### config.mk
export PLATFORM = sky130hd
export DESIGN_NAME = ptid_top
export DESIGN_NICKNAME = d
export VERILOG_FILES = /design/src/ptid_pkg.sv /design/src/ptid_top.sv
export VERILOG_INCLUDE_DIRS = /design/src
export SDC_FILE = /design/constraint.sdc
export NUM_CORES = 1
export LEC_CHECK = 0
export ABC_AREA = 1
export BUFFER_PORTS_ARGS = -buffer_cell sky130_fd_sc_hd__buf_4
export CORE_AREA = 2 2 149 78
export DETAILED_ROUTE_END_ITERATION = 6
export DIE_AREA = 0 0 151 80
export PLACE_DENSITY = 0.82
export SYNTH_ARGS = -nofsm -noshare
export SYNTH_HDL_FRONTEND = slang
export SYNTH_SLANG_ARGS = --single-unit
### constraint.sdc
create_clock -name CLK_SYS_I -period 3.2 [get_ports CLK_SYS_I]
set_input_delay 0.16 -clock CLK_SYS_I [delete_from_list [all_inputs] [get_ports CLK_SYS_I]]
set_output_delay 0.16 -clock CLK_SYS_I [all_outputs]
set_load 0.1 [all_outputs]
### src/ptid_cfg.svh
`ifndef PTID_CFG_SVH
`define PTID_CFG_SVH
// configuration offsets, as byte addresses of the configuration word
`define PTID_OFS_BAR0        8'h10
`define PTID_OFS_BST0        8'h18
`define PTID_OFS_BST1        8'h1c
// field positions
`define PTID_BA_HI           31
`define PTID_BA_LO           16
`define PTID_MSG_BA_LO       12
`define PTID_PREFETCHABLE_BIT 3
`define PTID_SPACE_BIT       0
// prom enable bits
`define PTID_PROM_BIT_IMG0   5
`define PTID_PROM_BIT_IMG1   7
// reset values, the all-ones mask seed and the messaging reserved size
`define PTID_ZERO32          32'h0000_0000
`define PTID_ZERO16          16'h0000
`define PTID_ONES16          16'hffff
`define PTID_MSG_RSV_SIZE    32'h0000_1000
`endif

### src/ptid_pkg.sv
package ptid_pkg;
    typedef logic [3:0]  ptid_size_code_t;
    typedef logic [31:0] ptid_word_t;
    typedef logic [7:0]  ptid_ofs_t;
    typedef logic [7:0]  ptid_byte_t;
endpackage : ptid_pkg

### src/ptid_top.sv
`timescale 1ns/100ps
`include "ptid_cfg.svh"
module ptid_top (
    // clock and pci reset
    input  wire logic                 CLK_SYS_I,
    input  wire logic                 RST_I,
    // power-up straps (asynchronous pins)
    input  wire logic                 PROM_PRESENT_STRAP_I,
    input  wire logic                 CONFIG_HOLD_OPTION_I,
    // prom loader
    input  wire logic                 PROM_LOAD_DONE_I,
    input  wire ptid_pkg::ptid_byte_t PROM_BYTE7_I,
    input  wire ptid_pkg::ptid_byte_t PROM_BYTE8_I,
    input  wire logic                 PROM_PREF0_I,
    input  wire logic                 PROM_PREF1_I,
    input  wire logic                 PROM_PAS0_I,
    input  wire logic                 PROM_PAS1_I,
    // image control fields and messaging control
    input  wire ptid_pkg::ptid_size_code_t BLOCK_SIZE_CODE0_I,
    input  wire ptid_pkg::ptid_size_code_t BLOCK_SIZE_CODE1_I,
    input  wire logic                 LOCAL_PREFETCH_ENABLE0_I,
    input  wire logic                 LOCAL_PREFETCH_ENABLE1_I,
    input  wire logic                 MESSAGING_ENABLE_I,
    // pci configuration access
    input  wire logic                 CFG_WR_I,
    input  wire logic                 CFG_RD_I,
    input  wire ptid_pkg::ptid_ofs_t  CFG_OFS_I,
    input  wire ptid_pkg::ptid_word_t CFG_WDATA_I,
    input  wire logic [3:0]           CFG_BE_I,
    output ptid_pkg::ptid_word_t      CFG_RDATA_O,
    output logic                      CFG_RVALID_O,
    // local bus prefetchable flag writes
    input  wire logic                 LB_PREFETCHABLE_FLAG_WR0_I,
    input  wire logic                 LB_PREFETCHABLE_FLAG_WR1_I,
    input  wire logic                 LB_PREFETCHABLE_FLAG_DATA_I,
    // pci address phase decode
    input  wire logic                 ADDR_PHASE_I,
    input  wire ptid_pkg::ptid_word_t PCI_AD_I,
    output logic                      HIT_IMG0_O,
    output logic                      HIT_IMG1_O,
    output logic                      HIT_MSG_REG_O,
    output logic                      HIT_MSG_WIN_O,
    output logic                      PREFETCH_IMG0_O,
    output logic                      PREFETCH_IMG1_O,
    // enable status
    output logic                      IMG0_ENABLED_O,
    output logic                      IMG1_ENABLED_O
);
    import ptid_pkg::*;

    // register map seen by the host, by byte offset of the configuration word:
    //   010  image 0 base while messaging is on, otherwise not held here
    //   018  image 0 base while messaging is off, messaging base while it is on
    //   01c  image 1 base in either mode
    // each image base word: bits 31..16 base, bit 3 prefetchable, bit 0 space
    // messaging base word: bits 31..12 base, everything below reads zero
    //
    // timing: accesses are taken on the edge where the strobe stands high,
    // read data and its valid pulse follow one cycle later, and every decode
    // hit is registered, so it also answers one cycle after its address phase
    //
    // hazard: the straps are only looked at once per reset; a board that
    // drives them late must hold reset until they are stable

    // writable mask: bits at or above the block-size boundary, used twice
    // a shift of all ones keeps the mask contiguous from bit 15 downwards,
    // so the host sizing write always reads back a run of leading ones
    function automatic logic [15:0] ptid_size_mask(input ptid_size_code_t code);
        ptid_size_mask = `PTID_ONES16 << code;
    endfunction : ptid_size_mask

    // hit when masked upper address equals masked base
    // base bits below the boundary are zero unless the code was raised after the write, but the address bits are
    // not, so the mask is applied to the difference rather than to the base
    function automatic logic ptid_match(input logic [15:0] base, input logic [15:0] ad,
                                        input ptid_size_code_t code);
        ptid_match = ((base ^ ad) & ptid_size_mask(code)) == `PTID_ZERO16;
    endfunction : ptid_match

    // the straps are board pins with no relation to the pci clock; two
    // flip-flops give a metastable first stage a full cycle to settle
    // strap synchronisers: first stage feeds only the second
    logic [1:0] prom_strap_sync_reg;
    logic [1:0] hold_sync_reg;
    always_ff @(posedge CLK_SYS_I or posedge RST_I) begin
        if (RST_I) begin
            prom_strap_sync_reg <= 2'h0;
            hold_sync_reg       <= 2'h0;
        end else begin
            prom_strap_sync_reg <= {prom_strap_sync_reg[0], PROM_PRESENT_STRAP_I};
            hold_sync_reg       <= {hold_sync_reg[0], CONFIG_HOLD_OPTION_I};
        end
    end

    // straps are captured once, in the first cycles after reset release
    // a two-bit counter is enough: the capture happens on the third edge,
    // once the synchroniser has filled, and then the counter parks at three
    // limitation: a strap that changes later is ignored until the next reset
    logic [1:0] strap_cnt_reg;
    logic       prom_strap_reg;
    logic       hold_reg;
    always_ff @(posedge CLK_SYS_I or posedge RST_I) begin
        if (RST_I) begin
            strap_cnt_reg  <= 2'h0;
            prom_strap_reg <= 1'b0;
            hold_reg       <= 1'b0;
        end else if (strap_cnt_reg != 2'h3) begin
            strap_cnt_reg <= strap_cnt_reg + 2'h1;
            if (strap_cnt_reg == 2'h2) begin
                prom_strap_reg <= prom_strap_sync_reg[1];
                hold_reg       <= hold_sync_reg[1];
            end
        end
    end

    // enables settle when prom loading completes; the hold option needs no prom
    // the enables are re-evaluated every cycle, so a loader that drops its
    // done flag also drops the images it had opened; nothing is sticky here
    logic img0_en_reg;
    logic img1_en_reg;
    always_ff @(posedge CLK_SYS_I or posedge RST_I) begin
        if (RST_I) begin
            img0_en_reg <= 1'b0;
            img1_en_reg <= 1'b0;
        end else begin
            img0_en_reg <= hold_reg |
                (prom_strap_reg & PROM_LOAD_DONE_I & PROM_BYTE7_I[`PTID_PROM_BIT_IMG0]);
            img1_en_reg <= hold_reg |
                (prom_strap_reg & PROM_LOAD_DONE_I & PROM_BYTE8_I[`PTID_PROM_BIT_IMG1]);
        end
    end

    // decode: image 0 answers at 010 when messaging is on, messaging window at 018
    // the offset compare is combinational and is only used on the same edge
    // that takes the access, so no register stage is needed in front of it
    // offsets other than the three handled here fall through and read zero
    logic sel_img0;
    logic sel_img1;
    logic sel_msg;
    assign sel_img0 = MESSAGING_ENABLE_I ? (CFG_OFS_I == `PTID_OFS_BAR0)
                                         : (CFG_OFS_I == `PTID_OFS_BST0);
    assign sel_msg  = MESSAGING_ENABLE_I & (CFG_OFS_I == `PTID_OFS_BST0);
    assign sel_img1 = (CFG_OFS_I == `PTID_OFS_BST1);

    // image base fields, reset to zero by pci reset
    // only the upper half of the word is base storage; bits 15..0 are the prefetchable and space flags or hardwired zeros
    // and are rebuilt when the read word is assembled
    logic [15:0] base0_reg;
    logic [15:0] base1_reg;
    logic [15:0] wdata_hi;
    logic [1:0]  be_hi;
    logic [15:0] wr_mask0;
    logic [15:0] wr_mask1;
    assign wdata_hi = CFG_WDATA_I[`PTID_BA_HI:`PTID_BA_LO];
    assign be_hi    = CFG_BE_I[3:2];
    // masks follow the live block-size codes; a code change does not clear
    // bits already stored, the next write does
    assign wr_mask0 = ptid_size_mask(BLOCK_SIZE_CODE0_I);
    assign wr_mask1 = ptid_size_mask(BLOCK_SIZE_CODE1_I);
    always_ff @(posedge CLK_SYS_I or posedge RST_I) begin
        if (RST_I) begin
            base0_reg <= `PTID_ZERO16;
            base1_reg <= `PTID_ZERO16;
        end else begin
            // disabled images ignore writes entirely
            if (CFG_WR_I && sel_img0 && img0_en_reg) begin
                if (be_hi[1])
                    base0_reg[15:8] <= wdata_hi[15:8] & wr_mask0[15:8];
                if (be_hi[0])
                    base0_reg[7:0]  <= wdata_hi[7:0] & wr_mask0[7:0];
            end
            if (CFG_WR_I && sel_img1 && img1_en_reg) begin
                if (be_hi[1])
                    base1_reg[15:8] <= wdata_hi[15:8] & wr_mask1[15:8];
                if (be_hi[0])
                    base1_reg[7:0]  <= wdata_hi[7:0] & wr_mask1[7:0];
            end
        end
    end

    // messaging base: no pci reset, so it is kept across resets; power-up value zero
    // only the power-up value clears it, so a host that restarts the bus
    // keeps its messaging window without having to reprogram it
    logic [19:0] msg_base_reg = 20'h0_0000;
    always_ff @(posedge CLK_SYS_I) begin
        if (CFG_WR_I && sel_msg) begin
            if (CFG_BE_I[3])
                msg_base_reg[19:12] <= CFG_WDATA_I[31:24];
            if (CFG_BE_I[2])
                msg_base_reg[11:4]  <= CFG_WDATA_I[23:16];
            if (CFG_BE_I[1])
                msg_base_reg[3:0]   <= CFG_WDATA_I[15:12];
        end
    end

    // prefetchable flags: prom load, then local bus writes
    // the load is taken on the rising edge of the done flag only; a level
    // test would keep overwriting local bus writes for as long as it stands
    // when both come in one cycle the prom value wins and the write is lost
    logic pref0_reg;
    logic pref1_reg;
    logic load_done_d_reg;
    always_ff @(posedge CLK_SYS_I or posedge RST_I) begin
        if (RST_I) begin
            pref0_reg       <= 1'b0;
            pref1_reg       <= 1'b0;
            load_done_d_reg <= 1'b0;
        end else begin
            load_done_d_reg <= PROM_LOAD_DONE_I;
            if (PROM_LOAD_DONE_I && !load_done_d_reg && prom_strap_reg) begin
                pref0_reg <= PROM_PREF0_I;
                pref1_reg <= PROM_PREF1_I;
            end else begin
                if (LB_PREFETCHABLE_FLAG_WR0_I)
                    pref0_reg <= LB_PREFETCHABLE_FLAG_DATA_I;
                if (LB_PREFETCHABLE_FLAG_WR1_I)
                    pref1_reg <= LB_PREFETCHABLE_FLAG_DATA_I;
            end
        end
    end

    // space indicators come from the prom only; pci cannot write them
    // an image marked as i/o space never raises its own hit below; the messaging window hit ignores the image 0 space flag
    logic pas0_reg;
    logic pas1_reg;
    always_ff @(posedge CLK_SYS_I or posedge RST_I) begin
        if (RST_I) begin
            pas0_reg <= 1'b0;
            pas1_reg <= 1'b0;
        end else if (PROM_LOAD_DONE_I && !load_done_d_reg && prom_strap_reg) begin
            pas0_reg <= PROM_PAS0_I;
            pas1_reg <= PROM_PAS1_I;
        end
    end

    // read words: hardwired bits are zero, sub-boundary bits too unless the code was raised after the write
    // bits 15..4 and 2..1 of the image words are never driven, which keeps the hardwired zeros
    // out of every write path
    ptid_word_t img0_word;
    ptid_word_t img1_word;
    ptid_word_t msg_word;
    always_comb begin
        img0_word = `PTID_ZERO32;
        img1_word = `PTID_ZERO32;
        msg_word  = `PTID_ZERO32;
        if (img0_en_reg) begin
            img0_word[`PTID_BA_HI:`PTID_BA_LO] = base0_reg;
            img0_word[`PTID_PREFETCHABLE_BIT]  = pref0_reg;
            img0_word[`PTID_SPACE_BIT]         = pas0_reg;
        end
        if (img1_en_reg) begin
            img1_word[`PTID_BA_HI:`PTID_BA_LO] = base1_reg;
            img1_word[`PTID_PREFETCHABLE_BIT]  = pref1_reg;
            img1_word[`PTID_SPACE_BIT]         = pas1_reg;
        end
        msg_word[`PTID_BA_HI:`PTID_MSG_BA_LO] = msg_base_reg;                // space bit stays 0
    end

    // registered read answer, one cycle after the request
    // the data bus returns to zero between reads so that a stale word can
    // never be mistaken for an answer by a host that samples late
    always_ff @(posedge CLK_SYS_I or posedge RST_I) begin
        if (RST_I) begin
            CFG_RDATA_O  <= `PTID_ZERO32;
            CFG_RVALID_O <= 1'b0;
        end else begin
            CFG_RVALID_O <= CFG_RD_I;
            if (!CFG_RD_I)
                CFG_RDATA_O <= `PTID_ZERO32;
            else if (sel_img0)
                CFG_RDATA_O <= img0_word;
            else if (sel_msg)
                CFG_RDATA_O <= msg_word;
            else if (sel_img1)
                CFG_RDATA_O <= img1_word;
            else
                CFG_RDATA_O <= `PTID_ZERO32;
        end
    end

    // address-phase decode; messaging window splits into register page and local window
    // the reserved test subtracts the base rather than comparing fields, which
    // stays correct if the reserved size is ever made larger than one page
    // the hits are registered, so a decode answers one cycle after the phase
    logic msg_match;
    logic msg_in_rsv;
    assign msg_match  = (PCI_AD_I[`PTID_BA_HI:`PTID_MSG_BA_LO] == msg_base_reg);
    assign msg_in_rsv = (PCI_AD_I[`PTID_BA_HI:0] - {msg_base_reg, 12'h000})
                        < `PTID_MSG_RSV_SIZE;
    always_ff @(posedge CLK_SYS_I or posedge RST_I) begin
        if (RST_I) begin
            HIT_IMG0_O    <= 1'b0;
            HIT_IMG1_O    <= 1'b0;
            HIT_MSG_REG_O <= 1'b0;
            HIT_MSG_WIN_O <= 1'b0;
        end else begin
            HIT_IMG0_O <= ADDR_PHASE_I && img0_en_reg && !pas0_reg &&
                ptid_match(base0_reg, PCI_AD_I[`PTID_BA_HI:`PTID_BA_LO], BLOCK_SIZE_CODE0_I);
            HIT_IMG1_O <= ADDR_PHASE_I && img1_en_reg && !pas1_reg &&
                ptid_match(base1_reg, PCI_AD_I[`PTID_BA_HI:`PTID_BA_LO], BLOCK_SIZE_CODE1_I);
            // only the 4K page at the messaging base is reserved; the rest of the image 0 window is local memory
            HIT_MSG_REG_O <= ADDR_PHASE_I && MESSAGING_ENABLE_I && msg_match;
            HIT_MSG_WIN_O <= ADDR_PHASE_I && MESSAGING_ENABLE_I && img0_en_reg && !msg_in_rsv &&
                ptid_match(base0_reg, PCI_AD_I[`PTID_BA_HI:`PTID_BA_LO], BLOCK_SIZE_CODE0_I);
        end
    end

    // prefetch needs both the prefetchable flag and the control enable
    // the flag only tells the host that reads are harmless; the local side
    // still decides whether to read ahead, through its own enable
    always_ff @(posedge CLK_SYS_I or posedge RST_I) begin
        if (RST_I) begin
            PREFETCH_IMG0_O <= 1'b0;
            PREFETCH_IMG1_O <= 1'b0;
            IMG0_ENABLED_O  <= 1'b0;
            IMG1_ENABLED_O  <= 1'b0;
        end else begin
            PREFETCH_IMG0_O <= pref0_reg & LOCAL_PREFETCH_ENABLE0_I;
            PREFETCH_IMG1_O <= pref1_reg & LOCAL_PREFETCH_ENABLE1_I;
            IMG0_ENABLED_O  <= img0_en_reg;
            IMG1_ENABLED_O  <= img1_en_reg;
        end
    end

endmodule : ptid_top

==> flow_summary_export.csv <==
group,metric,value,unit
worst_setup_path,reg2reg_from,"msg_base_reg[0]",
drt,postRouteAntennaNets,0,
worst_setup_path,r2r_cells,15,
clock_tree,cts-resized-gates,0,
worst_setup_path,worstSetupPathType,"register to register",
die,die_h,80,um
worst_setup_path,cp.depth,15,
logic_synthesis,synth_warnings,0,
clock_tree,root_buffer,"clkbuf_16",
layout,drive_above_1_share,18.1,%
layout,area_delta_synth_final,21.9,%
power,p_leak,3.96,nW
layout,final_common_cell,"nand2_1",
timing,fin_tns_setup,0,ns
power,vdd_ir_drop_max,0.279,mV
layout,seq_area,2550,sq um
layout,layout_common_cells,"241 x nand2_1, 118 x inv_1, 115 x buf_4",
power,power_density,405,nW/um^2
logic_synthesis,synth_cell_types,49,
timing,period_minus_slack,2.50,ns
die,ioPinCount,159,
worst_setup_path,critPathLaunchType,"register",
worst_setup_path,worst-path-buf-inv,2,
logic_synthesis,synth-seq-area-share,41.5,%
global_route,grt_pass1_vias,5524,
global_route,grt_max_degree,50,
logic_synthesis,synth_flop_cell,"dfrtp_1",
global_route,use_met1,52.6,%
worst_setup_path,crit_path_frequent_cell,"nand2_1",
clock_tree,cts_setup_buffers,0,
logic_synthesis,syn_avg_cell_area,7.59,sq um
timing,slew_headroom,43.4,%
worst_setup_path,max_stage_delay,0.45,ns
clock_tree,clock_latency,0.35,ns
worst_setup_path,arrival,2.74,ns
worst_setup_path,cpLargestDelayFamily,"simple AND/OR/NAND/NOR gates",
clock_tree,htreeDepth,3,
logic_synthesis,synth_top_cell_by_area,"dfrtp_1",
logic_synthesis,yosys.area.top_type_share,31.7,%
drt,via_count,6104,
clock_tree,cts_tree,"built",
timing,setup_viol,0,
clock_tree,cts.sinks,98,
global_route,met2_usage,42.6,%
drt,vias_per_cell,5.64,
die,fp.dieArea,12100,sq um
logic_synthesis,ys_ff_latch,98,
timing,rsz0062_at_grt,"no",
drt,wl_per_cell,18.3,um
logic_synthesis,synth_area,6150,sq um
placed_design,port_buffers,109,
placed_design,place.gp.congestion,1.02,
layout,fillers,907,
layout,largest_reg_flops,22,
logic_synthesis,synthCells,810,
status,outcome,"finished clean",
clock_tree,cts.path.max_buffers,2,
layout,multi_input_area,2990,sq um
die,die_w,151,um
worst_setup_path,cp.required,3.44,ns
global_route,met3_usage,15.7,%
global_route,antenna_found_initial,0,
die,floorplan.initialDensity,57.2,%
drt,wirelength,19.8,mm
layout,final-instance-count-excl-fill,1083,
drt,drtIter0Drc,804,
worst_setup_path,critPathSlowestCell,"fa_1",
die,coreArea,10700,sq um
placed_design,placed_cells,1057,
timing,drv_slew,0,
global_route,grt-busiest-layer,"met1",
placed_design,dp_hpwl,15.4,mm
worst_setup_path,worstSetupStartpoint,"msg_base_reg[0]",
global_route,grtUsageTotal,34.4,%
min_path,hold_path_class,"primary input to register",
timing,hold_viol,0,
timing,post-route-period-util,78.1,%
drt,drc,0,
timing,worst_clock_skew,0.00550,ns
die,rows,27,
worst_setup_path,crit_end,"HIT_MSG_WIN_O",
logic_synthesis,synthArstFlopShare,79.6,%
clock_tree,numCtsBuffers,9,
global_route,grt_pass1_wl,30.4,mm
drt,drtPass1Iterations,5,
logic_synthesis,synth_edf_count,20,
worst_setup_path,end_kind,"register",
worst_setup_path,r2r_slack,0.70,ns
logic_synthesis,synthTopCellsByArea,"dfrtp_1 32%, nand2_1 15%, edfxtp_1 9.8%",
layout,antennaDiodeCount,0,
global_route,gr-total-overflow,0,
worst_setup_path,worstPathCellList,"ha_1 -> inv_1 -> fa_1 -> nand3_1 -> nand3_1 -> nand2_1 -> nand2_1 -> nand2_1 -> nand2_1 -> inv_1 -> nand3_1 -> nor2_1 -> nand4_1 -> nor2_1 -> nor2_1",
worst_setup_path,regToRegEndpoint,"HIT_MSG_WIN_O",
layout,fin_nets,1073,
clock_tree,path_clk_slew,0.07,ns
timing,max_freq,400,MHz
timing,worst_pin_slew,0.848,ns
worst_setup_path,critPathMaxFanout,4,
run,maxCapViolations,0,
power breakdown:
part | internal (mW) | switching [mW] | leakage [nW]
logic | 0.167 | 0.353 | 2.57
registers | 1.30 | 0.0153 | 1.22
clock network | 0.710 | 0.493 | 0.163
total | 2.17 | 0.861 | 3.96
how the worst min path moves through the flow:
stage                             to                     start  cells after the start  slack, ns
global route        msg_base_reg[15]           CFG_WDATA_I[27]                      1      0.003
CTS                         pas0_reg               PROM_PAS0_I                      3      0.002
floorplan               CFG_RVALID_O                  CFG_RD_I                      0       0.19
finish               PREFETCH_IMG1_O  LOCAL_PREFETCH_ENABLE1_I                      3      0.006
detailed placement  hold_sync_reg[0]      CONFIG_HOLD_OPTION_I                      1       0.27
global placement    hold_sync_reg[0]      CONFIG_HOLD_OPTION_I                      1       0.27
cell families after synthesis:
| family | after synthesis | share of synthesized area [%] |
|---|---|---|
| xor+xnor | 27 | 3.85 |
| buf+inv | 149 | 10.4 |
| fa+ha+maj | 22 | 4.60 |
| mux | 3 | 0.509 |
| flops | 98 | 41.5 |
| simple gates | 416 | 30.0 |
| compound gates | 94 | 9.12 |
| other cells | 1 | 0.0610 |
synthesized netlist by cell type, types with 11 or more instances:
cell      number
nand2_1      241
edfxtp_1      20
nand3_1       72
nor2_1        52
buf_4         11
a21oi_1       25
ha_1          21
o21ai_1       11
xor2_1        17
inv_1        119
o21ai_0       29
dfrtp_1       78
nand4_1       13
routing by layer:
layer | part of all wire, % | vias up
met5 | 0 | -
met4 | 1.2 | 0
met3 | 18 | 28
met2 | 36 | 462
met1 | 44 | 2774
li1 | - | 2840
worst reg2reg max path, delay by kind of cell (launching register included):
kind,cells,cell delay (ns)
and+or+nand+nor,11,1.23
buffers and inverters,2,0.13
adders and majority gates,2,0.61
DFF,1,0.40
per-stage QoR:
step | hold slack, ns | instance area [sq um] | setup WS [ns] | total power, mW | util (%)
after CTS | 0.00231 | 7500 | 0.801 | 3.02 | 69.8
after global routing | 0.00272 | 7500 | 0.530 | 3.14 | 69.8
after floorplan | 0.191 | 6180 | 1.04 | 1.64 | -
final | 0.00569 | 7500 | 0.702 | 3.03 | 69.8
after detailed placement | 0.271 | 7070 | 0.827 | 1.83 | 65.8
after global placement | 0.270 | 7070 | 0.858 | 1.82 | 65.8
final cells by class:
class                   count  area share, %
flip-flops and latches     98           34.0
clock buffers              10           3.19
clock inverters             6           1.17
multi-input cells         572           39.9
repair buffers            125           12.9
well taps                 145           2.42
inverters                 127           6.41
timing repair:
action,in CTS,in global routing
endpoints found under the setup margin,0,0
hold buffers,10,0
endpoints found under the hold margin,56,0
No activity file was read; power rests on OpenSTA's default activity.
